## config.mk

```make
export PLATFORM = sky130hd
export DESIGN_NAME = perf_event_qualifier
export DESIGN_NICKNAME = d
export VERILOG_FILES = /design/src/core/evq_pkg.sv /design/src/core/evq_pulse.sv /design/src/core/perf_event_qualifier.sv
export VERILOG_INCLUDE_DIRS = /design/src /design/src/core
export SDC_FILE = /design/constraint.sdc
export NUM_CORES = 1
export LEC_CHECK = 0
export ABC_AREA = 1
export BUFFER_PORTS_ARGS = -buffer_cell sky130_fd_sc_hd__buf_4
export CORE_MARGIN = 2
export CORE_UTILIZATION = 35
export CTS_BUF_LIST = sky130_fd_sc_hd__clkbuf_2
export CTS_CLUSTER_DIAMETER = 150
export DETAILED_ROUTE_END_ITERATION = 10
export PLACE_DENSITY = 0.84
export SLEW_MARGIN = 0
export SYNTH_ARGS = -nofsm -noshare
export SYNTH_HDL_FRONTEND = slang
export SYNTH_SLANG_ARGS = --single-unit
```

## constraint.sdc

```tcl
create_clock -name ref_clk -period 0.8 [get_ports ref_clk]
set_clock_uncertainty 0.1 [all_clocks]
set_input_delay 0 -clock ref_clk [delete_from_list [all_inputs] [get_ports ref_clk]]
set_output_delay 0 -clock ref_clk [all_outputs]
set_load 0.005 [all_outputs]
```

## src/core/evq_map.svh

```systemverilog
// Purpose: Field positions and event encodings for the event qualifier.
// Assumes: Event-select register layout with event code in 7:0 and unit mask in 15:8.
// Notes:   Definitions only.
`ifndef EVQ_MAP_SVH
`define EVQ_MAP_SVH
`define EVQ_CODE_LO      0
`define EVQ_CODE_HI      7
`define EVQ_UMASK_LO     8
`define EVQ_UMASK_HI     15
`define EVQ_CORE_HI      15
`define EVQ_CORE_LO      14
`define EVQ_AGENT_BIT    13
`define EVQ_PF_HI        13
`define EVQ_PF_LO        12
`define EVQ_MESI_HI      11
`define EVQ_MESI_LO      8
`define EVQ_CORE_ALL     2'h3
`define EVQ_CORE_THIS    2'h1
`define EVQ_PF_ALL       2'h3
`define EVQ_PF_ONLY      2'h1
`define EVQ_PF_NONE      2'h0
`define EVQ_EV_REFCYC    8'h3C
`define EVQ_EV_CACHE     8'h2E
`define EVQ_EV_BR        8'hC4
`define EVQ_EV_BRMISS    8'hC5
`define EVQ_UM_REFCYC    8'h01
`define EVQ_UM_CREF      8'h4F
`define EVQ_UM_CMISS     8'h41
`define EVQ_UM_ZERO      8'h00
`endif

```

## src/core/evq_pkg.sv

```systemverilog
// Purpose: Types shared by the event qualifier.
// Assumes: Nothing.
// Notes:   Qualifier class of a model-specific event, one-hot.
package evq_pkg;
    // How the raw model-specific condition may be qualified.
    typedef enum logic [4:0] {
        QC_PLAIN = 5'h01,
        QC_CORE_ONLY = 5'h02,
        QC_AGENT = 5'h04,
        QC_PREFETCH = 5'h08,
        QC_MESI = 5'h10
    } qual_class_t;
endpackage

```

## src/core/evq_pulse.sv

```systemverilog
// Purpose: Registered one-cycle pulse from a qualified level condition.
// Assumes: Condition is sampled every cycle; each cycle is an occurrence.
// Notes:   Keeps the top outputs straight from a flip-flop.
`timescale 1ns/1ns
module evq_pulse (
    input  wire logic ref_clk,
    input  wire logic sys_rst,
    input  wire logic cond,
    output logic      pulse_q
);
    // -----------------------------------------------
    // Output register
    // -----------------------------------------------
    // One registered increment per qualified cycle.
    always_ff @(posedge ref_clk or posedge sys_rst) begin
        if (sys_rst) begin
            pulse_q <= 1'h0;
        end else begin
            pulse_q <= cond;
        end
    end
endmodule

```

## src/core/perf_event_qualifier.sv

```systemverilog
// Purpose: Decode event code and unit mask, drive counter increment request.
// Assumes: Event sources are one-cycle strobes synchronous to ref_clk.
// Notes:   Counter datapath, overflow and global enable live elsewhere.
`timescale 1ns/1ns
`include "evq_map.svh"
module perf_event_qualifier (
    input  wire logic        ref_clk,          // Core clock.
    input  wire logic        sys_rst,          // Async reset, high.
    input  wire logic [15:0] event_select_register, // Event code and unit mask.
    input  wire logic        core_clk_running, // Core not halted.
    input  wire logic        ref_tick,         // Fixed-frequency reference tick.
    input  wire logic        cache_ref,        // Core request to last_level_cache.
    input  wire logic        cache_ref_spec,   // Speculative or L1 prefetch reference.
    input  wire logic        cache_miss,       // Miss on a reference.
    input  wire logic        br_retire,        // Last uop of a branch retired.
    input  wire logic        br_mispred,       // That branch was mispredicted.
    input  wire logic        br_arch_path,     // Branch on architectural path.
    input  wire logic        ms_event_hit,     // Model event code/base mask matched.
    input  wire logic [4:0]  ms_class,         // Qualifier class, evq_pkg::qual_class_t.
    input  wire logic        ms_is_core_spec,  // Event is a core-specific one.
    input  wire logic        ms_this_core,     // Condition from this core.
    input  wire logic        ms_other_core,    // Condition from another core.
    input  wire logic        ms_this_agent,    // Bus condition from this agent.
    input  wire logic        ms_other_agent,   // Bus condition from another agent.
    input  wire logic        ms_prefetch,      // Condition was a hardware prefetch.
    input  wire logic        ms_demand,        // Condition was not a prefetch.
    input  wire logic [3:0]  ms_line_state,    // One-hot M,E,S,I of the line.
    output logic             incr_q,           // One-cycle increment request.
    output logic             arch_hit_q        // Selection matches an architectural event.
);
    // -----------------------------------------------
    // Field extraction
    // -----------------------------------------------
    // unit mask decode
    wire [7:0] code  = event_select_register[`EVQ_CODE_HI:`EVQ_CODE_LO];
    wire [7:0] umask = event_select_register[`EVQ_UMASK_HI:`EVQ_UMASK_LO];
    wire [1:0] core_f  = event_select_register[`EVQ_CORE_HI:`EVQ_CORE_LO];
    wire       agent_f = event_select_register[`EVQ_AGENT_BIT];
    // Bit 13 is shared by the agent and prefetch fields; the class picks the reading.
    wire [1:0] pf_f    = event_select_register[`EVQ_PF_HI:`EVQ_PF_LO];
    wire [3:0] mesi_f  = event_select_register[`EVQ_MESI_HI:`EVQ_MESI_LO];
    evq_pkg::qual_class_t cls;
    assign cls = evq_pkg::qual_class_t'(ms_class);

    // -----------------------------------------------
    // Architectural events
    // -----------------------------------------------
    // reference cycles select
    wire sel_ref   = (code == `EVQ_EV_REFCYC) && (umask == `EVQ_UM_REFCYC);
    wire sel_cref  = (code == `EVQ_EV_CACHE) && (umask == `EVQ_UM_CREF);
    wire sel_cmiss = (code == `EVQ_EV_CACHE) && (umask == `EVQ_UM_CMISS);
    wire sel_br    = (code == `EVQ_EV_BR) && (umask == `EVQ_UM_ZERO);
    wire sel_brm   = (code == `EVQ_EV_BRMISS) && (umask == `EVQ_UM_ZERO);
    // The five selections are disjoint, so at most one term below is live.
    wire arch_sel  = sel_ref | sel_cref | sel_cmiss | sel_br | sel_brm;
    // Reference ticks only count while the core clock runs, frequency-blind.
    // Speculative and first-level prefetch references count with demand ones.
    wire arch_cond = (sel_ref  & ref_tick & core_clk_running)
                   | (sel_cref & (cache_ref | cache_ref_spec))
                   | (sel_cmiss & cache_miss)
                   | (sel_br   & br_retire)
                   | (sel_brm  & br_retire & br_mispred & br_arch_path);

    // -----------------------------------------------
    // Model-specific qualifiers
    // -----------------------------------------------
    // core specificity; reserved codes match nothing
    wire core_ok_raw = (core_f == `EVQ_CORE_ALL)  ? (ms_this_core | ms_other_core) :
                       (core_f == `EVQ_CORE_THIS) ? ms_this_core : 1'h0;
    // core bits only for core-specific events
    wire core_ok = (ms_is_core_spec && cls != evq_pkg::QC_CORE_ONLY) ? core_ok_raw : 1'h1;
    wire agent_ok = agent_f ? (ms_this_agent | ms_other_agent) : ms_this_agent;
    // prefetch qualification; 10B reserved counts nothing
    wire pf_ok = (pf_f == `EVQ_PF_ALL)  ? 1'h1 :
                 (pf_f == `EVQ_PF_ONLY) ? ms_prefetch :
                 (pf_f == `EVQ_PF_NONE) ? ms_demand : 1'h0;
    wire mesi_ok = |(mesi_f & ms_line_state);

    // class is one-hot, so agent and prefetch never both apply
    // A malformed class matches no term below, so it is refused.
    wire class_ok = (cls == evq_pkg::QC_PLAIN)
                  | (cls == evq_pkg::QC_CORE_ONLY)
                  | ((cls == evq_pkg::QC_AGENT)    & agent_ok)
                  | ((cls == evq_pkg::QC_PREFETCH) & pf_ok)
                  | ((cls == evq_pkg::QC_MESI)     & mesi_ok);

    // model events use the same select register
    wire ms_cond = ~arch_sel & ms_event_hit & core_ok & class_ok;

    // -----------------------------------------------
    // Increment output
    // -----------------------------------------------
    // OR of architectural and qualified model conditions, registered pulse
    evq_pulse u_pulse (
        .ref_clk (ref_clk),
        .sys_rst (sys_rst),
        .cond    (arch_cond | ms_cond),
        .pulse_q (incr_q)
    );

    // Status flop showing the decoded selection.
    always_ff @(posedge ref_clk or posedge sys_rst) begin
        if (sys_rst) begin
            arch_hit_q <= 1'h0;
        end else begin
            arch_hit_q <= arch_sel;
        end
    end

    // -----------------------------------------------
    // Checks
    // -----------------------------------------------
    // Positive checks carry the sampled reset in their antecedent: on the edge that
    // releases reset the flop still saw reset, so no increment can follow that edge.
    // A running core counts every reference tick.
    a_ref_count: assert property (@(posedge ref_clk) disable iff (sys_rst)
        (!sys_rst && sel_ref && ref_tick && core_clk_running) |=> incr_q)
        else $error("reference tick not counted");
    // A halted core never counts reference ticks.
    a_ref_halt: assert property (@(posedge ref_clk) disable iff (sys_rst)
        (sel_ref && !core_clk_running) |=> !incr_q)
        else $error("counted while halted");
    // The reference-cycle selection shuts the model path out.
    a_arch_block: assert property (@(posedge ref_clk) disable iff (sys_rst)
        (sel_ref && !ref_tick && ms_event_hit) |=> !incr_q)
        else $error("model event counted under architectural select");
    // Speculative references count as well as demand ones.
    a_cache_ref: assert property (@(posedge ref_clk) disable iff (sys_rst)
        (!sys_rst && sel_cref && cache_ref_spec) |=> incr_q)
        else $error("speculative reference missed");
    // A demand reference alone is counted.
    a_ref_demand: assert property (@(posedge ref_clk) disable iff (sys_rst)
        (!sys_rst && sel_cref && cache_ref) |=> incr_q)
        else $error("demand reference missed");
    // With no reference at all the request stays low.
    a_ref_idle: assert property (@(posedge ref_clk) disable iff (sys_rst)
        (sel_cref && !cache_ref && !cache_ref_spec) |=> !incr_q)
        else $error("reference counted without a reference");
    // The miss selection counts only real misses.
    a_cache_miss: assert property (@(posedge ref_clk) disable iff (sys_rst)
        (sel_cmiss && !cache_miss) |=> !incr_q)
        else $error("miss counted without miss");
    // Every selected miss is counted.
    a_miss_count: assert property (@(posedge ref_clk) disable iff (sys_rst)
        (!sys_rst && sel_cmiss && cache_miss) |=> incr_q)
        else $error("cache miss not counted");
    // One count per retiring branch.
    a_br_ret: assert property (@(posedge ref_clk) disable iff (sys_rst)
        (!sys_rst && sel_br && br_retire) |=> incr_q)
        else $error("branch retire not counted");
    // No retirement, no count.
    a_br_idle: assert property (@(posedge ref_clk) disable iff (sys_rst)
        (sel_br && !br_retire) |=> !incr_q)
        else $error("branch counted without retirement");
    // Branches off the architectural path are never counted as mispredicts.
    a_br_miss: assert property (@(posedge ref_clk) disable iff (sys_rst)
        (sel_brm && !br_arch_path) |=> !incr_q)
        else $error("off-path mispredict counted");
    // A retired, mispredicted, on-path branch is counted.
    a_mispred_count: assert property (@(posedge ref_clk) disable iff (sys_rst)
        (!sys_rst && sel_brm && br_retire && br_mispred && br_arch_path) |=> incr_q)
        else $error("mispredicted branch not counted");
    // The status flop follows the decoded selection one cycle later.
    a_arch_status: assert property (@(posedge ref_clk) disable iff (sys_rst)
        (!sys_rst && arch_sel) |=> arch_hit_q)
        else $error("architectural selection not shown");

    // -----------------------------------------------
    // Checks: model-specific qualifiers
    // -----------------------------------------------
    // Without a raw hit the model path never counts.
    a_model_hit: assert property (@(posedge ref_clk) disable iff (sys_rst)
        (!arch_sel && !ms_event_hit) |=> !incr_q)
        else $error("model event counted without a hit");
    // An empty state mask blocks the count.
    a_mesi_empty: assert property (@(posedge ref_clk) disable iff (sys_rst)
        (!arch_sel && cls == evq_pkg::QC_MESI && mesi_f == 4'h0) |=> !incr_q)
        else $error("empty state mask counted");
    // An enabled state that matches the line is counted.
    a_mesi_match: assert property (@(posedge ref_clk) disable iff (sys_rst)
        (!sys_rst && !arch_sel && ms_event_hit && !ms_is_core_spec && cls == evq_pkg::QC_MESI
         && (mesi_f & ms_line_state) != 4'h0) |=> incr_q)
        else $error("enabled line state not counted");
    // This-core scope drops conditions from other cores.
    a_core_this: assert property (@(posedge ref_clk) disable iff (sys_rst)
        (!arch_sel && ms_is_core_spec && cls == evq_pkg::QC_PLAIN && core_f == `EVQ_CORE_THIS
         && !ms_this_core) |=> !incr_q)
        else $error("other core counted");
    // Reserved core codes count nothing.
    a_core_rsvd: assert property (@(posedge ref_clk) disable iff (sys_rst)
        (!arch_sel && ms_is_core_spec && cls != evq_pkg::QC_CORE_ONLY && core_f != `EVQ_CORE_ALL
         && core_f != `EVQ_CORE_THIS) |=> !incr_q)
        else $error("reserved core code counted");
    // Events that are not core-specific ignore the core bits.
    a_core_ignored: assert property (@(posedge ref_clk) disable iff (sys_rst)
        (!sys_rst && !arch_sel && ms_event_hit && !ms_is_core_spec && cls == evq_pkg::QC_PLAIN)
         |=> incr_q)
        else $error("core bits applied to a plain event");
    // Core-only conditions ignore both topology qualifiers.
    a_core_only: assert property (@(posedge ref_clk) disable iff (sys_rst)
        (!sys_rst && !arch_sel && ms_event_hit && cls == evq_pkg::QC_CORE_ONLY) |=> incr_q)
        else $error("core-only condition not counted");
    // This-agent scope drops conditions from other agents.
    a_agent_this: assert property (@(posedge ref_clk) disable iff (sys_rst)
        (!arch_sel && cls == evq_pkg::QC_AGENT && !agent_f && !ms_this_agent) |=> !incr_q)
        else $error("other agent counted");
    // Excluding prefetches drops prefetch conditions.
    a_pf_excl: assert property (@(posedge ref_clk) disable iff (sys_rst)
        (!arch_sel && cls == evq_pkg::QC_PREFETCH && pf_f == `EVQ_PF_NONE && !ms_demand) |=> !incr_q)
        else $error("prefetch counted when excluded");
    // Prefetch-only scope drops demand conditions.
    a_pf_only: assert property (@(posedge ref_clk) disable iff (sys_rst)
        (!arch_sel && cls == evq_pkg::QC_PREFETCH && pf_f == `EVQ_PF_ONLY && !ms_prefetch) |=> !incr_q)
        else $error("demand counted when prefetch only");
    // The reserved prefetch code counts nothing.
    a_pf_reserved: assert property (@(posedge ref_clk) disable iff (sys_rst)
        (!arch_sel && cls == evq_pkg::QC_PREFETCH && pf_f != `EVQ_PF_ALL && pf_f != `EVQ_PF_ONLY
         && pf_f != `EVQ_PF_NONE) |=> !incr_q)
        else $error("reserved prefetch code counted");
    // A class that is not one-hot could mix agent and prefetch readings, so it never counts.
    a_bad_class: assert property (@(posedge ref_clk) disable iff (sys_rst)
        (!arch_sel && !$onehot(ms_class)) |=> !incr_q)
        else $error("malformed class counted");
endmodule

```

# Word level (Yosys, flattened, before mapping)
# Index checks and enable logic that the tools add are counted.
# classes
eq_ne	17
mux	7
bitwise_logic	32
n_reduce_logical	9
# op_table
cell	count
$eq 8x6->1 const B	2
$eq 8x7->1 const B	2
$eq 8x8->1 const B	2
$or 1x1->1	16
$and 1x1->1	14
$eq 8x1->1 const B	1
$logic_not 8->1	1
$mux 1	7
$logic_and 1x1->1	6
$eq 5x1->1 const B	1
$eq 5x2->1 const B	1
$eq 5x3->1 const B	1
$eq 5x4->1 const B	1
$eq 5x5->1 const B	1
$ne 5x2->1 const B	1
$and 4x4->4	1
$eq 2x1->1 const B	2
$eq 2x2->1 const B	2
$reduce_or 4->1	1
$logic_not 2->1	1
$not 1->1	1
# word_totals
reg_bits	2
inputBits	43
output_inout_bits	2

# Depth between registers and ports, before layout
# Gate-level depths: netlist (run 1).
# logic_depth
depth_word	11
ltp_mapped	9

# By module
# A second synthesis (run 1) with hierarchy kept.
# unflattened
cells_unflattened	96
area_unflattened_um2	488.0
# by_module_without_submodules
module	n_inst	cells_per_inst	area_per_inst_um2	seq_area_each_um2
perf_event_qualifier	1	94	459.2	25.0
evq_pulse	1	2	28.8	25.0

# Least setup slack after synthesis (run 1)
# Ideal clock, no wire load.
# synth_timing
path_kind	input -> register
start	input port event_select_register[14]
end	register u_pulse.pulse_q
arrival_ps	570
path_slack_ps	13
path_stages	8
path_buffers	0
path_cell_list	inv_1 nand2_1 nor2_2 nand2_1 a21oi_1 nor2_1 nand3_1 nand2_1
# synth_via
elab_chain_cells	11
elab_cells_between_ends	35
# synth_rtl
item	line_no	text
from (decl)	perf_event_qualifier.sv:9	input wire logic [15:0] event_select_register,
$eq 8x1->1 (no source line) or $eq 8x7->1 (tied branches)	-	
$logic_and 1x1->1, on equally long branches	perf_event_qualifier.sv:49, perf_event_qualifier.sv:50	
$or 1x1->1 (4 in series)	perf_event_qualifier.sv:55	wire arch_sel = sel_ref | sel_cref | sel_cmiss | sel_br | sel_brm;
$not 1->1	perf_event_qualifier.sv:88	wire ms_cond = ~arch_sel & ms_event_hit & core_ok & class_ok;
$and 1x1->1 (3 in series)	perf_event_qualifier.sv:88	
$or 1x1->1 (*)	perf_event_qualifier.sv:97	.cond (arch_cond | ms_cond),
net u_pulse.cond	evq_pulse.sv:8	input wire logic cond,
to (signal assigned)	evq_pulse.sv:19	pulse_q <= cond;
to (decl)	evq_pulse.sv:9	output logic pulse_q
# Mark *: on every way through the listed nets, which the timed path passes. The rest lies on a longest branch.

# Worst setup path after layout (run 1)
# layout_timing
start	input port event_select_register[10]
end	register u_pulse.pulse_q
# Same word-level chain as after synthesis.

==> results of run 1 <==
layout by cell type (no fill, tap or decap), types with 3 or more instances in the layout:
cell type  count
buf_4         46
nand2_2        6
buf_6          5
nand3_1        7
nor2_2         4
nand4_1        3
nor2_1        12
clkbuf_2       3
nor2_4         8
inv_1         11
nand2_1       24
inv_4          3
a21oi_1        3
inv_2          6
where the power goes:
part / total, uW / switching [uW] / internal, uW
combinational: 401 / 168 / 233
clock: 154 / 54.7 / 99.6
sequential: 104 / 0.402 / 103
total: 659 / 223 / 436
flip-flops by register name, summed over array words and instances (netlist names):
name / cells
arch_hit_q: 1
u_pulse.pulse_q: 1
layout make-up:
type                    count  area, um2  area share
multi-input cells          79        463       0.432
repair buffers             54        442       0.412
inverters                  20       82.6      0.0771
flip-flops and latches      2       50.0      0.0467
well taps                  15       18.8      0.0175
clock buffers               3       15.0      0.0140
worst max-delay path by stage:
stage	startpoint	endpoint	depth (start not counted)
floorplan	event_select_register[14]	u_pulse.pulse_q$_DFF_PP0_	8
CTS	event_select_register[12]	u_pulse.pulse_q$_DFF_PP0_	9
global placement	event_select_register[12]	u_pulse.pulse_q$_DFF_PP0_	9
finish	event_select_register[10]	u_pulse.pulse_q$_DFF_PP0_	9
detailed placement	event_select_register[12]	u_pulse.pulse_q$_DFF_PP0_	9
global route	event_select_register[6]	u_pulse.pulse_q$_DFF_PP0_	9
layer usage:
layer | global-route usage | wire (um)
met1 | 0.205 | 704
met2 | 0.322 | 923
met3 | 0.0391 | 140
met4 | 0.0323 | 0
met5 | 0 | 0
critical path, delay by kind of cell:
family	cells	cell delay, ns
buffers and inverters	3	0.28
AND/OR/NAND/NOR	5	0.43
AO/OA/AOI/OAI	1	0.10
logic make-up after synthesis:
family                 Yosys count
AOI/OAI and AO/OA                9
DFF                              2
buffers and inverters           20
and+or+nand+nor                 70
per-stage QoR:
step,total power (uW),setup slack (ns),TNS (ns)
detailed placement,429,-0.233,-0.346
CTS,602,0.000649,0
global route,721,-0.0347,-0.0393
global placement,419,-0.215,-0.318
floorplan,206,0.0132,0
finish,659,0.00639,0
timing repair:
action,in CTS,in global routing
pin swaps,1,19
resized for setup,2,42
setup buffers,0,1
hold buffers,1,0
hold endpoints to repair,2,0
endpoints found under the setup margin,1,2
==> summary.md, run 1 <==
| Metric | Value |
|---|---|
| Drt first-iter violations | 14 |
| CTS Sinks | 2 |
| Count of cell types in the netlist | 19 |
| Syn Nets | 144 |
| Worst path slowest cell | buf_4 |
| Adder-Cell Fraction of Synth Area | 0 |
| GRT overflow | 0 |
| Type of the worst setup path | primary input to flip-flop |
| DRT antenna net count | 0 |
| I/O pins | 45 |
| Fmax | 1260 MHz |
| Normalized max-slew margin | 0.885 |
| Nets | 203 |
| HP Start | ms_event_hit |
| Largest family of logic cells by synthesized area | simple AND/OR/NAND/NOR gates |
| Pre-antenna DRT Iters | 4 |
| Status | completed |
| Area grow syn2layout | 117% |
| Most instantiated cells after synthesis | nand2_1, inv_1, nor2_1 |
| Slowest cell delay on critical path | 0.12 ns |
| Total number of vias | 825 |
| Initial Util | 0.379 |
| Min-delay worst type | primary input to flip-flop |
| Layout cells sized above 1 | 0.563 |
| Fillers | 94 |
| RD Place Congestion | 0.808 |
| Antenna diode count | 0 |
| Sequential area share after synthesis | 0.102 |
| Dpl hpwl | 1390 um |
| Slew @ Worst Pin | 0.171 ns |
| Tmin final | 0.794 ns |
| CP startpoint kind | primary input |
| Final Cell Area | 0.00107 mm2 |
| Worst-case hold path end point | u_pulse.pulse_q$_DFF_PP0_ |
| Total GRT Usage | 0.175 |
| Inst Count DP | 168 |
| Largest net degree at the start of global routing | 5 |
| Syn_area_per_cell | 4.88 um2 |
| Non-filler cells in the finished layout | 173 |
| Yosys reg bits | 2 |
| Root Driver | clkbuf_2 |
| Total routed wirelength | 1770 um |
| Cells along the critical path | buf_4 -> nor2_4 -> inv_2 -> nor2_4 -> buf_4 -> nand4_1 -> o21ai_1 -> nor2_1 -> nand2_1 |
| Final hold violations | 0 |
| Synth Area in Simple Gates | 0.645 |
| Fin crit share | 0.992 |
| CP arrival | 0.82 ns |
| Number of H-tree levels | 1 |
| Vias in the first global route | 699 |
| Worst-path maximum fanout | 2 |
| Worst hold stages | 4 |
| First-pass GRT wire length | 2510 um |
| Leading cell type by number of instances after synthesis | nand2_1 |
| CTS clock-pin slew for the worst setup and hold paths | 0.03 ns |
| Critical Path End Type | flip-flop |
| Cell Area, Synth | 493 um2 |
| Worst VDD drop | 393 uV |
| TritonCTS clock tree | yes |
| Core Util, Final | 0.823 |
| DRC Markers | 0 |
| Compound-gate portion of the synthesized area | 0.102 |
| Cell row count | 13 |
| Synth area leaders | nand2_1, inv_1, nor2_1 |
| Wire per inst | 10.2 um |
| RSZ-0062 raised after global routing | true |
| Clk buf depth | 2 |
| Area after DPL | 902 um2 |
| Post-synthesis mux area share | 0 |
| CTS Buf Count | 3 |
| Die height | 41.5 um |
| Die area | 0.00172 mm2 |
| Top_reg_cell synth | dfrtp_1 |
| Number of synthesized flops with an enable pin | 0 |
| Slew Viols, Final | 0 |
| Post-synth top area share | 0.228 |
| Max Cap Viol | 0 |
| Ys Warns | 0 |
| Synth async-reset ratio | 1.00 |
| WHS | 0.0451 ns |
| Core Area | 0.00130 mm2 |
| Antenna violations before repair | 0 |
| Die Width | 41.5 um |
| Yosys top cell by area | nand2_1 |
| Xor-xnor portion of the synthesized cell area | 0 |
| Final Setup Violations | 0 |
| Leak | 0.000574 uW |
| Port bufs | 44 |
| Post-Synthesis Cells | 101 |
| Detail-routed via count per cell | 4.77 |
| WP data required | 0.82 ns |
| Power Dens Cells | 615 mW/mm2 |
No activity file was read; power rests on OpenSTA's default activity.
==> run 2, diff against run 1 <==
--- a/config.mk
+++ b/config.mk
@@ -6,14 +6,14 @@
 export SDC_FILE = /design/constraint.sdc
 export NUM_CORES = 1
 export LEC_CHECK = 0
-export ABC_AREA = 1
+export ABC_AREA = 0
 export BUFFER_PORTS_ARGS = -buffer_cell sky130_fd_sc_hd__buf_4
-export CORE_MARGIN = 2
-export CORE_UTILIZATION = 35
+export CORE_AREA = 2 2 39 41
 export CTS_BUF_LIST = sky130_fd_sc_hd__clkbuf_2
 export CTS_CLUSTER_DIAMETER = 150
 export DETAILED_ROUTE_END_ITERATION = 10
-export PLACE_DENSITY = 0.84
+export DIE_AREA = 0 0 41 43
+export PLACE_DENSITY = 0.78
 export SLEW_MARGIN = 0
 export SYNTH_ARGS = -nofsm -noshare
 export SYNTH_HDL_FRONTEND = slang
==> summary.md, run 2 <==
| Metric | Value |
|---|---|
| CP startpoint kind | primary input (unchanged) |
| CTS Buf Count | 3 (unchanged) |
| Layout cells sized above 1 | 0.618 (was 0.563) |
| Tmin final | 1.23 ns (was 0.794 ns) |
| Leak | 0.000420 uW (was 0.000574 uW) |
| CP arrival | 1.20 ns (was 0.82 ns) |
| Antenna diode count | 0 (unchanged) |
| Final hold violations | 0 (unchanged) |
| Most common cell after layout, fill and taps aside | buf_4 (unchanged) |
| DRT antenna net count | 0 (unchanged) |
| Vias in the first global route | 603 (was 699) |
| I/O pins | 45 (unchanged) |
| Fillers | 131 (was 94) |
| Min-delay worst type | primary input to flip-flop (unchanged) |
| Clk buf depth | 2 (unchanged) |
| CTS Sinks | 2 (unchanged) |
| Most Frequent Cell on Critical Path | or3_4 |
| Area grow syn2layout | 136% (was 117%) |
| Count of cell types in the netlist | 28 (was 19) |
| Setup TNS Final | -0.742 ns (was 0 ns) |
| Most instantiated cells after synthesis | nor2_1, a21oi_1, nand2_1, nand3_1 (was nand2_1, inv_1, nor2_1) |
| Most frequent cells in the layout | buf_4, nor2_1 (was buf_4, nand2_1, nor2_1, inv_1, nor2_4) |
| Drt first-iter violations | 4 (was 14) |
| Total GRT Usage | 0.183 (was 0.175) |
| Biggest regs | arch_hit_q x1, u_pulse.pulse_q x1 (unchanged) |
| Fmax | 811 MHz (was 1260 MHz) |
| Power Dens Cells | 680 mW/mm2 (was 615 mW/mm2) |
| WP data required | 0.77 ns (was 0.82 ns) |
| Die Width | 41 um (was 41.5 um) |
| Largest net degree at the start of global routing | 5 (unchanged) |
| Port bufs | 44 (unchanged) |
| Yosys top cell by area | dfrtp_1 (was nand2_1) |
| Max Cap Viol | 0 (unchanged) |
| Normalized max-slew margin | 0.785 (was 0.885) |
| Final Setup Violations | 2 (was 0) |
| Slew Viols, Final | 0 (unchanged) |
| Nets | 155 (was 203) |
| First-pass GRT wire length | 2230 um (was 2510 um) |
| Wire per inst | 10.4 um (was 10.2 um) |
| Core Area | 0.00138 mm2 (was 0.00130 mm2) |
| RD Place Congestion | 0.763 (was 0.808) |
| Type of the worst setup path | primary input to flip-flop (unchanged) |
| Initial Util | 0.262 (was 0.379) |
| Slowest cell delay on critical path | 0.37 ns (was 0.12 ns) |
| Dpl hpwl | 1140 um (was 1390 um) |
| Status | finished with violations (was completed) |
| Worst VDD drop | 296 uV (was 393 uV) |
| CTS clock-pin slew for the worst setup and hold paths | 0.03 ns (about the same) |
| Fin crit share | 1.54 (was 0.992) |
| Slew @ Worst Pin | 0.321 ns (was 0.171 ns) |
| Antenna violations before repair | 0 (unchanged) |
| Sequential area share after synthesis | 0.138 (was 0.102) |
| Final Cell Area | 856 um2 (was 0.00107 mm2) |
| Worst path slowest cell | or3_4 (was buf_4) |
| Post-Synthesis Cells | 49 (was 101) |
| GRT overflow | 0 (unchanged) |
| Failing checks | setup timing |
| Cells along the critical path | buf_6 -> or3_4 -> or3_4 -> a21o_1 -> a21oi_4 -> o21ai_2 (was buf_4 -> nor2_4 -> inv_2 -> nor2_4 -> buf_4 -> nand4_1 -> o21ai_1 -> nor2_1 -> nand2_1) |
| Setup ws final | -0.433 ns (was 0.00639 ns) |
| Cell row count | 14 (was 13) |
| Total routed wirelength | 1320 um (was 1770 um) |
| Die area | 0.00176 mm2 (was 0.00172 mm2) |
| Ys Warns | 0 (unchanged) |
| Number of synthesized flops with an enable pin | 0 (unchanged) |
| Syn_area_per_cell | 7.41 um2 (was 4.88 um2) |
| Syn Nets | 92 (was 144) |
| Pre-antenna DRT Iters | 4 (unchanged) |
| Post-synth top area share | 0.138 (was 0.228) |
| Yosys reg bits | 2 (unchanged) |
| Root Driver | clkbuf_2 (unchanged) |
| Cell Area, Synth | 363 um2 (was 493 um2) |
| DRC Markers | 0 (unchanged) |
| Die height | 43 um (was 41.5 um) |
| Total number of vias | 615 (was 825) |
| Synth async-reset ratio | 1.00 (unchanged) |
| Inst Count DP | 121 (was 168) |
| Non-filler cells in the finished layout | 126 (was 173) |
| Synth area leaders | dfrtp_1, nor2_1, a21oi_1 (was nand2_1, inv_1, nor2_1) |
| TritonCTS clock tree | yes (unchanged) |
| Top_reg_cell synth | dfrtp_1 (unchanged) |
| Number of H-tree levels | 1 (unchanged) |
| Leading cell type by number of instances after synthesis | nor2_1 (was nand2_1) |
| Worst-path maximum fanout | 2 (unchanged) |
| RSZ-0062 raised after global routing | true (unchanged) |
| Detail-routed via count per cell | 4.88 (was 4.77) |
| Critical Path End Type | flip-flop (unchanged) |
| Area after DPL | 803 um2 (was 902 um2) |
-- run 2: cell count changes in the layout (fill, tap and decap cells not counted), sizes merged, moves of 2 or more --
cell   before  now
nand3       9    4
or3         0    3
inv        20    2
nor2       24    6
a22oi       0    2
a21o        0    2
buf        53   57
nand2      31    4
-- run 2: power by group --
group / internal (uW) / switching (uW) / total, uW
Sequential: 104 / 0.972 / 105
Combinational: 219 / 94.0 / 313
Clock: 99.9 / 63.6 / 164
-- run 2: per-stage QoR --
| stage | power, uW | utilization | hold slack, ns | worst slack (ns) |
|---|---|---|---|---|
| final | 582 | 0.618 | 0.0897 | -0.433 |
| after global routing | 631 | 0.618 | 0.0880 | -0.439 |
| after CTS | 598 | 0.613 | 0.0709 | -0.413 |
| after floorplan | 175 | - | -0.359 | -0.491 |
| after global placement | 401 | 0.580 | -0.240 | -0.629 |
| after detailed placement | 406 | 0.580 | -0.238 | -0.659 |
-- run 2: worst max-delay path: cells and delay by family --
family	cells	cell delay, ns
and+or+nand+nor	2	0.70
buffers and inverters	1	0.09
AOI/OAI and AO/OA	3	0.40
-- run 2: area by class of cell --
class,instances,area [um2],area share
inverters,2,7.51,0.00877
flip-flops and latches,2,50.0,0.0585
multi-input cells,45,310,0.363
well taps,16,20.0,0.0234
clock buffers,3,15.0,0.0175
repair buffers,58,453,0.529
-- run 2: timing repair --
item / CTS / global route
pin swaps: 0 / 0
hold buffers: 1 / 0
endpoints found under the hold margin: 2 / 0
resized for setup: 3 / 2
buffers inserted: 1 / 0
setup endpoints to repair: 2 / 4
-- run 2: path summary, 6_finish.rpt --
kind,start,endpoint,depth (start not counted)
hold / removal,event_select_register[15],arch_hit_q$_DFF_PP0_,4
setup / recovery,event_select_register[9],u_pulse.pulse_q$_DFF_PP0_,6
min in group asynchronous,sys_rst,arch_hit_q$_DFF_PP0_,3
max in group asynchronous,sys_rst,u_pulse.pulse_q$_DFF_PP0_,3
-- run 2: cell families after synthesis --
| group | synth area share |
|---|---|
| DFF | 0.138 |
| AOI/OAI and AO/OA | 0.383 |
| and+or+nand+nor | 0.459 |
| buffers and inverters | 0.0207 |
-- run 2: layer usage --
layer,vias up,wire length (um),global-route usage
li1,319,-,-
met1,271,443,0.192
met2,25,786,0.325
met3,0,86,0.00524
met4,0,0,0.120
met5,-,0,0
==> run 3, diff against run 2 <==
--- a/config.mk
+++ b/config.mk
@@ -7,13 +7,13 @@
 export NUM_CORES = 1
 export LEC_CHECK = 0
 export ABC_AREA = 0
-export BUFFER_PORTS_ARGS = -buffer_cell sky130_fd_sc_hd__buf_4
 export CORE_AREA = 2 2 39 41
 export CTS_BUF_LIST = sky130_fd_sc_hd__clkbuf_2
 export CTS_CLUSTER_DIAMETER = 150
 export DETAILED_ROUTE_END_ITERATION = 10
 export DIE_AREA = 0 0 41 43
-export PLACE_DENSITY = 0.78
+export DONT_BUFFER_PORTS = 1
+export PLACE_DENSITY = 0.49
 export SLEW_MARGIN = 0
 export SYNTH_ARGS = -nofsm -noshare
 export SYNTH_HDL_FRONTEND = slang
==> summary.md, run 3 (same netlist as run 2, synthesis figures left out) <==
| Metric | Value |
|---|---|
| Status | finished with violations (unchanged) |
| Failing checks | hold timing, setup timing (was setup timing) |
| Final Setup Violations | 2 (unchanged) |
| Nets | 100 (was 155) |
| Fin crit share | 1.43 (was 1.54) |
| Non-filler cells in the finished layout | 71 (was 126) |
| GR met2 Demand/Resource | 0.203 (was 0.325) |
| Slowest cell delay on critical path | 0.37 ns (about the same) |
| Antenna diode count | 0 (unchanged) |
| Total GRT Usage | 0.126 (was 0.183) |
| Type of the worst setup path | primary input to flip-flop (unchanged) |
| Area grow syn2layout | 17.9% (was 136%) |
| CTS clock-pin slew for the worst setup and hold paths | 0.03 ns (about the same) |
| Most frequent cells in the layout | nor2_1, nand3_1, nand2_1, a21oi_1, clkbuf_2 (was buf_4, nor2_1) |
| RSZ-0062 raised after global routing | true (unchanged) |
| Biggest regs | arch_hit_q x1, u_pulse.pulse_q x1 (unchanged) |
| Most Frequent Cell on Critical Path | or3_4 (unchanged) |
| Most common cell after layout, fill and taps aside | nor2_1 (was buf_4) |
| WHS | -0.0209 ns (was 0.0897 ns) |
| # hold bufs at CTS | 1 (unchanged) |
| Worst VDD drop | 234 uV (was 296 uV) |
| Flop pwr share | 0.300 (was 0.181) |
| Critical Path End Type | flip-flop (unchanged) |
| Vias in the first global route | 404 (was 603) |
| Leak | 0.000151 uW (was 0.000420 uW) |
| Switching part of the total power | 0.271 (was 0.272) |
| GR peak layer | met2 (unchanged) |
| Cell family with most CP delay | simple AND/OR/NAND/NOR gates (unchanged) |
| DRT antenna net count | 0 (unchanged) |
| Max Cap Viol | 0 (unchanged) |
| WP data required | 0.82 ns (was 0.77 ns) |
| Largest net degree at the start of global routing | 5 (unchanged) |
| NetSw | 95.6 uW (was 159 uW) |
| Detail-routed via count per cell | 6.07 (was 4.88) |
| Fmax | 877 MHz (was 811 MHz) |
| Antenna violations before repair | 0 (unchanged) |
| I/O pins | 45 (unchanged) |
| CTS Buf Count | 3 (unchanged) |
| First-pass GRT wire length | 1510 um (was 2230 um) |
| Die height | 43 um (unchanged) |
| Final hold violations | 3 (was 0) |
| Min-delay worst type | primary input to flip-flop (unchanged) |
| Worst-path maximum fanout | 3 (was 2) |
| Inst Count DP | 67 (was 121) |
| Cell row count | 14 (unchanged) |
| GRT met1 Usage | 0.140 (was 0.192) |
| CP startpoint | event_select_register[9] (unchanged) |
| Normalized max-slew margin | 0.806 (was 0.785) |
| RD Place Congestion | 0.771 (was 0.763) |
| Slew Viols, Final | 0 (unchanged) |
| Comb pwr share | 0.242 (was 0.538) |
| Number of H-tree levels | 1 (unchanged) |
| Worst Path Buf+Inv | 0 (was 1) |
| Met3 Use GR | 0.0366 (was 0.00524) |
| Clk buf depth | 2 (unchanged) |
| Total power | 352 uW (was 582 uW) |
| Pre-antenna DRT Iters | 3 (was 4) |
| Internal power | 257 uW (was 424 uW) |
| Initial Util | 0.262 (unchanged) |
| Total routed wirelength | 1060 um (was 1320 um) |
| TritonCTS clock tree | yes (unchanged) |
| Cells along the critical path | or3_4 -> or3_4 -> nor4_1 -> a21oi_1 -> o21ai_2 (was buf_6 -> or3_4 -> or3_4 -> a21o_1 -> a21oi_4 -> o21ai_2) |
| Die Width | 41 um (unchanged) |
| Root Driver | clkbuf_2 (unchanged) |
| Setup bufs post-CTS | 0 (was 1) |
| Setup TNS Final | -0.569 ns (was -0.742 ns) |
| Layout cells sized above 1 | 0.236 (was 0.618) |
| CP arrival | 1.16 ns (was 1.20 ns) |
| Clock share of power | 0.458 (was 0.281) |
| Tmin final | 1.14 ns (was 1.23 ns) |
| Port bufs | 0 (was 44) |
| GRT overflow | 0 (unchanged) |
| Dpl hpwl | 885 um (was 1140 um) |
| Slew @ Worst Pin | 0.290 ns (was 0.321 ns) |
| Die area | 0.00176 mm2 (unchanged) |
| Total number of vias | 431 (was 615) |
| Core Area | 0.00138 mm2 (unchanged) |
| CP startpoint kind | primary input (unchanged) |
| Setup ws final | -0.340 ns (was -0.433 ns) |
| Worst path slowest cell | or3_4 (unchanged) |
| Drt first-iter violations | 3 (was 4) |
| DRC Markers | 0 (unchanged) |
| Power Dens Cells | 824 mW/mm2 (was 680 mW/mm2) |
| HP Start | ms_class[1] (was event_select_register[15]) |
| Wire per inst | 14.9 um (was 10.4 um) |
| CTS Sinks | 2 (unchanged) |
[run 3: cell count changes in the layout (fill, tap and decap cells not counted)]
cell	change
buf_4	-51
buf_6	-4
[run 3: what timing repair did]
item | CTS | global route
endpoints found under the setup margin | 2 | 2
gates resized for setup | 1 | 0
hold endpoints to repair | 4 | 3
[run 3: area by class of cell]
| cell class | instances | area [um2] |
|---|---|---|
| fillers | 154 | 956 |
| clock buffers | 3 | 15.0 |
| well taps | 16 | 20.0 |
| inverters | 2 | 7.51 |
| flip-flops and latches | 2 | 50.0 |
| multi-input cells | 45 | 310 |
| repair buffers | 3 | 25.0 |
[run 3: power groups by stage]
| stage | Sequential (uW) | Clock [uW] | Combinational (uW) |
|---|---|---|---|
| after floorplan | 106 | 0 | 68.7 |
| after global placement | 107 | 0 | 81.1 |
| after detailed placement | 107 | 0 | 82.2 |
| after CTS | 106 | 180 | 87.3 |
| after global routing | 105 | 193 | 98.9 |
| final | 106 | 161 | 85.5 |
[run 3: metal layers]
| metal | wire length [um] | share of wire |
|---|---|---|
| met1 | 399 | 0.38 |
| met2 | 533 | 0.50 |
| met3 | 127 | 0.12 |
| met4 | 0 | 0 |
| met5 | 0 | 0 |
[run 3: path summary, 6_finish.rpt]
kind	depth (start not counted)	slack, ns	end
hold / removal	3	-0.02	u_pulse.pulse_q$_DFF_PP0_
max in group asynchronous	2	0.49	arch_hit_q$_DFF_PP0_
min in group asynchronous	2	0	u_pulse.pulse_q$_DFF_PP0_
setup / recovery	5	-0.34	u_pulse.pulse_q$_DFF_PP0_
[run 3: through the flow]
step                hold slack, ns  utilization  worst slack, ns  cell area, um2
floorplan                   -0.359            -           -0.491             363
global placement            -0.354        0.288           -0.519             398
detailed placement          -0.351        0.288           -0.528             398
CTS                        -0.0373        0.309           -0.314             428
global route               -0.0138        0.309           -0.342             428
finish                     -0.0209        0.309           -0.340             428
[run 3: worst min-delay path: stages]
cell and delay, ns:
a221oi_1 0.02, o32ai_1 0.14, o21ai_2 0.07
